<file path="src/hw/twi_errata_pkg.sv">
// Shared constants and types for the two-wire slave unit
package twi_errata_pkg;
  // ----------------------------------------------------------------
  // Timing
  // ----------------------------------------------------------------
  localparam int unsigned CLK_HZ       = 10_000_000;
  localparam int unsigned TIMEOUT_US   = 100;
  localparam int unsigned TIMEOUT_CYC  = (CLK_HZ / 1_000_000) * TIMEOUT_US;
  localparam int unsigned SDA_HOLD_NS  = 300;
  localparam int unsigned SDA_HOLD_CYC = (SDA_HOLD_NS * (CLK_HZ / 1_000_000) + 999) / 1000;
  // ----------------------------------------------------------------
  // Commands, sizes, flag clear bit positions
  // ----------------------------------------------------------------
  localparam logic [1:0] CMD_RESPONSE = 2'h3;
  localparam logic [1:0] CMD_COMPLETE = 2'h2;
  localparam int unsigned DATA_W      = 8;
  localparam int unsigned FIFO_DEPTH  = 8;
  localparam int unsigned CLR_ADDR_STOP = 2;
  localparam int unsigned CLR_DATA      = 1;
  localparam int unsigned CLR_TXCOL     = 0;
  // ----------------------------------------------------------------
  // Types
  // ----------------------------------------------------------------
  typedef struct packed {
    logic addr_stop_int_flag;
    logic data_int_flag;
    logic tx_collision;
    logic bus_busy;
    logic scl_stretch_hold;
    logic read_dir;
    logic bus_locked;
  } status_t;
  localparam status_t STATUS_RESET = '0;
  typedef enum logic [3:0] {
    S_IDLE, S_ADDR, S_ADDR_WAIT, S_ADDR_ACK, S_RX, S_RX_PUSH, S_DATA_WAIT,
    S_RX_ACK, S_TX, S_TX_ACK, S_TX_GO, S_SKIP
  } state_t;
endpackage

</file>
<file path="src/hw/twi_slave_unit.sv">
// Two-wire slave unit with the flag and clock-hold quirks of this revision
// Operation
// - START clears transmit collision flag; repeated START leaves it alone.
// - Flag clear colliding with address set keeps SCL held until reset.
// - Timeout and START in same cycle drop the transaction.
// - Response command clears data flag one cycle later.
// - SDA hold selection is a single bit.
// - No second interface instance; its writes are ignored.
`timescale 1ns/1ps
module twi_slave_unit #(
  parameter int unsigned FIFO_DEPTH = twi_errata_pkg::FIFO_DEPTH
) (
  // Clock and reset
  input  wire logic                               i_clock,
  input  wire logic                               i_reset,
  // Bus pins
  input  wire logic                               i_scl,
  input  wire logic                               i_sda,
  output logic                                    o_scl_oe,
  output logic                                    o_sda_oe,
  // Configuration
  input  wire logic [6:0]                         i_own_addr,
  input  wire logic                               i_timeout_en,
  input  wire logic                               i_sda_hold_select,
  // Software commands
  input  wire logic [2:0]                         i_flag_clear,
  input  wire logic                               i_cmd_valid,
  input  wire logic [1:0]                         i_cmd,
  input  wire logic                               i_nack,
  input  wire logic [twi_errata_pkg::DATA_W-1:0]  i_tx_byte,
  // Status
  output twi_errata_pkg::status_t                 o_status,
  // Received bytes
  output logic                                    o_rx_valid,
  output logic [twi_errata_pkg::DATA_W-1:0]       o_rx_data,
  input  wire logic                               i_rx_ready
);
  localparam int unsigned TW = $clog2(twi_errata_pkg::TIMEOUT_CYC + 1);
  initial begin
    if (FIFO_DEPTH < 2) $error("FIFO_DEPTH too small");
  end
  // one instance only, so no decode exists for a second one

  // ----------------------------------------------------------------
  // Pin synchronisers and line events
  // ----------------------------------------------------------------
  logic [2:0] scl_sync_ff, sda_sync_ff;
  always_ff @(posedge i_clock) begin
    if (i_reset) begin
      scl_sync_ff <= 3'h7;
      sda_sync_ff <= 3'h7;
    end else begin
      scl_sync_ff <= {scl_sync_ff[1:0], i_scl};
      sda_sync_ff <= {sda_sync_ff[1:0], i_sda};
    end
  end
  logic scl, sda, scl_rise, scl_fall, start_det, stop_det;
  assign scl       = scl_sync_ff[1];
  assign sda       = sda_sync_ff[1];
  assign scl_rise  = scl && !scl_sync_ff[2];
  assign scl_fall  = !scl && scl_sync_ff[2];
  assign start_det = scl && scl_sync_ff[2] && !sda && sda_sync_ff[2];
  assign stop_det  = scl && scl_sync_ff[2] && sda && !sda_sync_ff[2];

  // ----------------------------------------------------------------
  // Slave state
  // ----------------------------------------------------------------
  twi_errata_pkg::state_t  state_ff, nxt_state;
  twi_errata_pkg::status_t st_ff, nxt_st;
  logic [3:0]    cnt_ff, nxt_cnt;
  logic [7:0]    shift_ff, nxt_shift;
  logic [TW-1:0] tout_ff, nxt_tout;
  logic          clr_pend_ff, nxt_clr_pend;
  logic          sda_req_ff, nxt_sda_req;
  logic [1:0]    hold_cnt_ff, nxt_hold_cnt;
  logic          sda_oe_ff, nxt_sda_oe;
  logic          timeout_hit, addr_set, push_valid, push_ready, resp_cmd;

  assign timeout_hit = i_timeout_en && st_ff.bus_busy
                       && tout_ff == TW'(twi_errata_pkg::TIMEOUT_CYC);
  assign resp_cmd    = i_cmd_valid && i_cmd == twi_errata_pkg::CMD_RESPONSE;
  assign addr_set    = state_ff == twi_errata_pkg::S_ADDR && scl_fall
                       && cnt_ff == 4'h8 && shift_ff[7:1] == i_own_addr;
  assign push_valid  = state_ff == twi_errata_pkg::S_RX_PUSH;

  always_comb begin
    nxt_state    = state_ff;
    nxt_st       = st_ff;
    nxt_cnt      = cnt_ff;
    nxt_shift    = shift_ff;
    nxt_sda_req  = sda_req_ff;
    nxt_clr_pend = 1'b0;
    nxt_tout     = (scl_rise || scl_fall || !st_ff.bus_busy) ? '0 : tout_ff + 1'b1;
    // Write-one clears; sets below override them
    if (i_flag_clear[twi_errata_pkg::CLR_ADDR_STOP]) nxt_st.addr_stop_int_flag = 1'b0;
    if (i_flag_clear[twi_errata_pkg::CLR_DATA])      nxt_st.data_int_flag = 1'b0;
    if (i_flag_clear[twi_errata_pkg::CLR_TXCOL])     nxt_st.tx_collision = 1'b0;
    // Response clears the data flag a cycle late
    if (resp_cmd) nxt_clr_pend = 1'b1;
    if (clr_pend_ff) nxt_st.data_int_flag = 1'b0;
    if (scl_rise) begin
      nxt_shift = {shift_ff[6:0], sda};
      nxt_cnt   = cnt_ff + 4'h1;
    end
    // SDA settles before SCL goes, else the line change reads as START or STOP
    if (st_ff.scl_stretch_hold && sda_oe_ff == sda_req_ff && hold_cnt_ff == 2'h0
        && (state_ff == twi_errata_pkg::S_ADDR_ACK || state_ff == twi_errata_pkg::S_RX_ACK
            || state_ff == twi_errata_pkg::S_TX || state_ff == twi_errata_pkg::S_SKIP)) begin
      nxt_st.scl_stretch_hold = 1'b0;
    end
    unique case (state_ff)
      twi_errata_pkg::S_IDLE, twi_errata_pkg::S_SKIP: begin
      end
      twi_errata_pkg::S_ADDR: begin
        if (scl_fall && cnt_ff == 4'h8) begin
          if (addr_set) begin
            nxt_st.addr_stop_int_flag = 1'b1;
            nxt_st.scl_stretch_hold   = 1'b1;
            nxt_st.read_dir           = shift_ff[0];
            nxt_state                 = twi_errata_pkg::S_ADDR_WAIT;
            // Clear landing on the set cycle loses the hold release
            if (i_flag_clear[twi_errata_pkg::CLR_ADDR_STOP]) nxt_st.bus_locked = 1'b1;
          end else begin
            nxt_state = twi_errata_pkg::S_SKIP;
          end
        end
      end
      twi_errata_pkg::S_ADDR_WAIT: begin
        if (!st_ff.addr_stop_int_flag && !st_ff.bus_locked) begin
          nxt_sda_req             = 1'b1;
          nxt_state               = twi_errata_pkg::S_ADDR_ACK;
        end
      end
      twi_errata_pkg::S_ADDR_ACK, twi_errata_pkg::S_RX_ACK: begin
        if (scl_fall) begin
          nxt_cnt = 4'h0;
          if (st_ff.read_dir) begin
            nxt_st.data_int_flag    = 1'b1;
            nxt_st.scl_stretch_hold = 1'b1;
            nxt_state               = twi_errata_pkg::S_DATA_WAIT;
          end else begin
            nxt_sda_req = 1'b0;
            nxt_state   = twi_errata_pkg::S_RX;
          end
        end
      end
      twi_errata_pkg::S_RX: begin
        if (scl_fall && cnt_ff == 4'h8) begin
          nxt_st.scl_stretch_hold = 1'b1;
          nxt_state               = twi_errata_pkg::S_RX_PUSH;
        end
      end
      twi_errata_pkg::S_RX_PUSH: begin
        // A full FIFO keeps SCL stretched until the drain side catches up
        if (push_ready) begin
          nxt_st.data_int_flag = 1'b1;
          nxt_state            = twi_errata_pkg::S_DATA_WAIT;
        end
      end
      twi_errata_pkg::S_DATA_WAIT: begin
        if (i_cmd_valid && i_cmd == twi_errata_pkg::CMD_COMPLETE) begin
          nxt_sda_req             = 1'b0;
          nxt_state               = twi_errata_pkg::S_SKIP;
        end else if (resp_cmd) begin
          nxt_cnt                 = 4'h0;
          if (st_ff.read_dir) begin
            nxt_shift   = i_tx_byte;
            nxt_sda_req = !i_tx_byte[7];
            nxt_state   = twi_errata_pkg::S_TX;
          end else begin
            nxt_sda_req = !i_nack;
            nxt_state   = twi_errata_pkg::S_RX_ACK;
          end
        end
      end
      twi_errata_pkg::S_TX: begin
        if (scl_rise) begin
          nxt_shift = {shift_ff[6:0], 1'b0};
          if (!sda_req_ff && !sda) nxt_st.tx_collision = 1'b1;
        end
        if (scl_fall) begin
          nxt_sda_req = cnt_ff == 4'h8 ? 1'b0 : !shift_ff[7];
          if (cnt_ff == 4'h8) nxt_state = twi_errata_pkg::S_TX_ACK;
        end
      end
      twi_errata_pkg::S_TX_ACK: begin
        if (scl_rise) nxt_state = sda ? twi_errata_pkg::S_SKIP : twi_errata_pkg::S_TX_GO;
      end
      twi_errata_pkg::S_TX_GO: begin
        if (scl_fall) begin
          nxt_st.data_int_flag    = 1'b1;
          nxt_st.scl_stretch_hold = 1'b1;
          nxt_state               = twi_errata_pkg::S_DATA_WAIT;
        end
      end
    endcase
    if (stop_det) begin
      if (state_ff != twi_errata_pkg::S_IDLE && state_ff != twi_errata_pkg::S_SKIP) begin
        nxt_st.addr_stop_int_flag = 1'b1;
      end
      nxt_st.bus_busy = 1'b0;
      nxt_sda_req     = 1'b0;
      nxt_state       = twi_errata_pkg::S_IDLE;
    end
    if (start_det) begin
      if (!st_ff.bus_busy) nxt_st.tx_collision = 1'b0;
      nxt_st.bus_busy = 1'b1;
      nxt_sda_req     = 1'b0;
      nxt_cnt         = 4'h0;
      nxt_state       = twi_errata_pkg::S_ADDR;
    end
    if (timeout_hit) begin
      // Coincident START is dropped with the timed-out transfer
      nxt_st.bus_busy         = 1'b0;
      nxt_st.scl_stretch_hold = st_ff.bus_locked;
      nxt_sda_req             = 1'b0;
      nxt_state               = twi_errata_pkg::S_IDLE;
    end
  end

  // ----------------------------------------------------------------
  // SDA hold delay after SCL falls
  // ----------------------------------------------------------------
  always_comb begin
    nxt_sda_oe   = sda_oe_ff;
    nxt_hold_cnt = hold_cnt_ff;
    if (scl_fall) begin
      nxt_hold_cnt = i_sda_hold_select ? 2'(twi_errata_pkg::SDA_HOLD_CYC) : 2'h0;
    end else if (hold_cnt_ff != 2'h0) begin
      nxt_hold_cnt = hold_cnt_ff - 2'h1;
    end else begin
      nxt_sda_oe = sda_req_ff;
    end
  end

  always_ff @(posedge i_clock) begin
    if (i_reset) begin
      state_ff    <= twi_errata_pkg::S_IDLE;
      st_ff       <= twi_errata_pkg::STATUS_RESET;
      cnt_ff      <= '0;
      shift_ff    <= '0;
      tout_ff     <= '0;
      clr_pend_ff <= 1'b0;
      sda_req_ff  <= 1'b0;
      hold_cnt_ff <= '0;
      sda_oe_ff   <= 1'b0;
    end else begin
      state_ff    <= nxt_state;
      st_ff       <= nxt_st;
      cnt_ff      <= nxt_cnt;
      shift_ff    <= nxt_shift;
      tout_ff     <= nxt_tout;
      clr_pend_ff <= nxt_clr_pend;
      sda_req_ff  <= nxt_sda_req;
      hold_cnt_ff <= nxt_hold_cnt;
      sda_oe_ff   <= nxt_sda_oe;
    end
  end
  assign o_status = st_ff;
  assign o_scl_oe = st_ff.scl_stretch_hold;
  assign o_sda_oe = sda_oe_ff;

  rx_fifo #(.WIDTH(twi_errata_pkg::DATA_W), .DEPTH(FIFO_DEPTH)) u_rx_fifo (
    .i_clock     (i_clock),
    .i_reset     (i_reset),
    .i_in_valid  (push_valid),
    .i_in_data   (shift_ff),
    .o_in_ready  (push_ready),
    .o_out_valid (o_rx_valid),
    .o_out_data  (o_rx_data),
    .i_out_ready (i_rx_ready)
  );
endmodule

</file>
<file path="src/hw/rx_fifo.sv">
// Synchronous valid/ready FIFO for received bytes
`timescale 1ns/1ps
module rx_fifo #(
  parameter int unsigned WIDTH = 8,
  parameter int unsigned DEPTH = 8
) (
  // Clock and reset
  input  wire logic             i_clock,
  input  wire logic             i_reset,
  // Fill side
  input  wire logic             i_in_valid,
  input  wire logic [WIDTH-1:0] i_in_data,
  output logic                  o_in_ready,
  // Drain side
  output logic                  o_out_valid,
  output logic [WIDTH-1:0]      o_out_data,
  input  wire logic             i_out_ready
);
  localparam int unsigned AW = $clog2(DEPTH);
  initial begin
    if (DEPTH < 2 || (1 << AW) != DEPTH) $error("DEPTH must be a power of two");
  end
  logic [WIDTH-1:0] mem_ff [DEPTH];
  logic [AW:0]      wr_ff, rd_ff, nxt_wr, nxt_rd;
  logic             push, pop;
  always_comb begin
    o_in_ready  = (wr_ff - rd_ff) != (AW+1)'(DEPTH);
    o_out_valid = wr_ff != rd_ff;
    o_out_data  = mem_ff[rd_ff[AW-1:0]];
    push        = i_in_valid && o_in_ready;
    pop         = o_out_valid && i_out_ready;
    nxt_wr      = push ? wr_ff + 1'b1 : wr_ff;
    nxt_rd      = pop ? rd_ff + 1'b1 : rd_ff;
  end
  always_ff @(posedge i_clock) begin
    if (i_reset) begin
      wr_ff <= '0;
      rd_ff <= '0;
    end else begin
      wr_ff <= nxt_wr;
      rd_ff <= nxt_rd;
    end
    if (push) mem_ff[wr_ff[AW-1:0]] <= i_in_data;
  end
endmodule

</file>
<file path="config.mk">
export PLATFORM = sky130hd
export DESIGN_NAME = twi_slave_unit
export DESIGN_NICKNAME = d
export VERILOG_FILES = /design/src/hw/twi_errata_pkg.sv /design/src/hw/twi_slave_unit.sv /design/src/hw/rx_fifo.sv
export SDC_FILE = /design/constraint.sdc
export NUM_CORES = 1
export LEC_CHECK = 0
export BUFFER_PORTS_ARGS = -buffer_cell sky130_fd_sc_hd__buf_4
export CAP_MARGIN = 20
export CORE_UTILIZATION = 40
export DETAILED_ROUTE_END_ITERATION = 7
export PLACE_DENSITY = 0.63
export SLEW_MARGIN = 15
export SYNTH_ARGS = -nofsm -noshare
export SYNTH_HDL_FRONTEND = slang
export SYNTH_SLANG_ARGS = --single-unit
</file>
<file path="constraint.sdc">
create_clock -name i_clock -period 2.9 [get_ports i_clock]
set_input_delay 0.145 -clock i_clock [delete_from_list [all_inputs] [get_ports i_clock]]
set_output_delay 0.145 -clock i_clock [all_outputs]
set_load 0.01 [all_outputs]
</file>
==> results.md <==
* Tcrit/Tclk final at 90.3%
* Final wirelength at 11900 microns
* Largest net degree at the start of global routing at 38
* Final Net Count at 568
* Worst clock skew at 6.59 ps
* Post-Syn Nets at between 500 and 600
* Finished Core Util at 50.2%
* Worst Setup EP: u_rx_fifo.mem_ff[2][0]
* Post-CTS setup buffer count at 0
* Die extent in x at around 120 microns
* Critical path launch point type: flip-flop
* Average cell area after synthesis at 11.8 sq um
* Hold depth at 3
* Critical Path Start: u_rx_fifo.rd_ff[1]
* Initial antenna violation count at 0
* Minimum clock period at 2620 ps
* Synth area leader: edfxtp_1
* Clock power share at 40.3%
* Clock Tree Buf Depth at 2
* Grt total ovfl at 0
* Die Y at 119 microns
* Cell variety after synth at 59
* Max_slew headroom at 51.0%
* Fin. max-slew vios at 0
* Worst reg2reg path startpoint: u_rx_fifo.rd_ff[1]
* Synth Flop Type: edfxtp_1
* Capturing point of the worst reg2reg path: u_rx_fifo.mem_ff[2][0]
* Max Cap Viol at 0
* Leakage power at ~2.4 nW
* Leading post-synthesis cells by cell area: edfxtp_1, dfxtp_1, mux4_2
* Crit end category: flip-flop
* FILL cells at between 1k and 1.5k
* EDFF count, synth at 64
* Via count at 3746
* Req. time, crit path at 3010 ps
* Status: completed
* Clk Latency, worst-skew pair at 400 ps
* Hold Path Class: input port to flip-flop
* Setup-failing EPs final at 0
* H-tree levels at 4
* Core area at 13300 sq um
* Clk sinks at 119
* Post-Route Setup TNS at 0 ps
* Global-route wire length before repair at approximately 19000 microns
* Routability cong. at 0.828
* Sequential fraction of the synthesis area at approximately 55%
* Mapped Area at ~5500 sq um
* Crit Path Class: flip-flop to flip-flop
* Final Hold Viols at 0
* Ports at 47
* Yosys reg bits at 119
* Multi-input logic area at 2290 sq um
* Antenna viol nets, final at 0
* Number of cells on the worst reg-to-reg path at 9
* Initial DRC Count at about 190
* CTS clock-pin slew for the worst setup and hold paths at around 50 ps
* Least-Margin Pin Slew at roughly 730 ps
* Peak Freq at 0.382 GHz
* Buffers on Ports at 46
* FP Rows at 42
* Pwr Density at 734 nW/um^2
* Sw power at 1.33 mW
* Vias in the first global route at ~3.8k
* Seq. cell area at 3020 sq um
* CTS tree: done
* Share of the synthesized area in the top cell type at about a third
* Global-route usage over all layers at 17.8%
* Number of synthesis warnings at 0
* Vias/cell at approximately 5.2
* Initial core utilization at 41.2%
* Initial DRT Pass Iterations at 4
* RSZ-0062 raised after global routing: no
* Sequential power share at 38.4%
* Worst VDD drop at 385 uV
* Syn-to-layout area delta at 21.8%
* Post-Synthesis Cells at 464
* Detailed Place HPWL at 8290 microns
* Total CTS buffers at 17
* DR WL/cell at 16.6 microns
* Post-cts resize count at 0
* R2R Setup Slk at 280 ps
* Fraction of registers with async set/reset at 0%
* Root Driver: clkbuf_16
* Pint at 3.56 mW
* Critical Path Fanout Max at 8
* DRC violations left at 0
* Die ar. at between 10000 and 15000 sq um
* N_diodes at 0
* Share of post-route cells with drive strength above 1 at 24.9%
* Power share of the combinational group at 21.2%
* WP data arrival at 2720 ps
* Sw Share at 27.3%
* CTS Hold Buffers Added at 2
flip-flops by register name, summed over array words and instances, names as in the netlist, named ones only:
register and count:
cnt_ff 4, o_scl_oe 1, sda_sync_ff 3, state_ff 4
hold_cnt_ff 2, shift_ff 8, tout_ff 10, u_rx_fifo.wr_ff 4
clr_pend_ff 1, o_sda_oe 1, scl_sync_ff 3, sda_req_ff 1
u_rx_fifo.rd_ff 4, u_rx_fifo.mem_ff 64, o_status 6
layer usage:
layer	global-route usage [%]	wire length, microns
met5	0	0
met4	5.62	148
met1	21.6	5160
met2	31.1	6130
met3	4.31	433
placed cells by master, fill, tap and decap left out, drive strengths merged, types with 6 or more instances in the layout:
master | synthesis | final
a21oi | 25 | 25
xnor2 | 11 | 11
nor3 | 12 | 12
clkbuf | 17 | 18
o21ai | 19 | 19
mux2i | 10 | 10
mux2 | 9 | 9
or2 | 6 | 6
ha | 13 | 13
nor2 | 45 | 45
nand3 | 11 | 11
buf | 8 | 66
nand2 | 23 | 23
and3 | 6 | 6
edfxtp | 64 | 64
nor2b | 8 | 8
mux4 | 16 | 16
xor2 | 14 | 14
nand2b | 12 | 12
inv | 17 | 19
a211oi | 9 | 9
dfxtp | 55 | 55
critical path: stages (launching register included):
cell and delay [ps]:
dfxtp_1 370, inv_1 60, ha_1 310, nor2b_1 140, o21a_1 170, or3_1 360
a31oi_2 330, nand2b_1 180, nor3b_2 220, buf_4 190
metrics by stage:
step	worst slack, ps	power (mW)	hold WS (ps)	cells	area (sq um)
after global routing	86.9	5.14	35.8	714	6670
after floorplan	5.80	2.70	249	464	5480
after CTS	271	4.92	6.05	714	6670
after global placement	358	2.92	332	681	6090
final	282	4.90	11.1	714	6670
after detailed placement	317	2.94	335	681	6090
synthesized netlist by cell type (all sizes together) (2+ instances only):
cell     instances
inv             17
nor3b            3
xnor2           11
or2              6
buf              8
clkbuf          17
a211oi           9
a31oi            4
a21oi           25
nand3           11
nor3            12
mux2i           10
edfxtp          64
o21a             2
and2             2
nor2            45
a21boi           2
a2bb2oi          4
xor2            14
o21ai           19
and3b            2
nand3b           5
dfxtp           55
nand2           23
mux4            16
nor2b            8
nand4            4
a41oi            2
ha              13
nand2b          12
and3             6
nand4b           2
mux2             9
or3              4
layout make-up:
class                   instances  area share (%)
inverters                      17           0.956
clock inverters                13            1.97
multi-input cells             303            34.3
well taps                     176            3.30
repair buffers                 68            7.73
clock buffers                  18            6.43
flip-flops and latches        119            45.3
worst min-delay path by stage:
stage                            from        endpoint  slack, ps
global placement                i_scl  scl_sync_ff[0]        330
CTS                      i_tx_byte[0]     shift_ff[0]          6
finish                   i_tx_byte[0]     shift_ff[0]         10
floorplan                       i_scl  scl_sync_ff[0]        250
detailed placement              i_sda  sda_sync_ff[0]        340
global route        i_sda_hold_select  hold_cnt_ff[0]         40
power by group through the flow:
stage | Sequential, mW | Combinational, mW | Clock, mW
3_3_place_gp | 1.91 | 1.01 | 0
6_report | 1.88 | 1.04 | 1.98
5_1_grt | 1.89 | 1.17 | 2.08
4_1_cts | 1.88 | 1.03 | 2.01
3_5_place_dp | 1.92 | 1.03 | 0
2_1_floorplan | 1.91 | 0.793 | 0
cells by family after synthesis:
kind of cell	count (synthesis)	synth area share, %
AND/OR/NAND/NOR	150	15.0
flip-flops	119	55.2
AO/OA/AOI/OAI	80	9.48
buffers and inverters	42	3.13
multiplexers	35	10.3
XOR/XNOR	25	4.00
adder cells (fa/ha/maj)	13	2.97
Power figures use the tool's default switching activity.
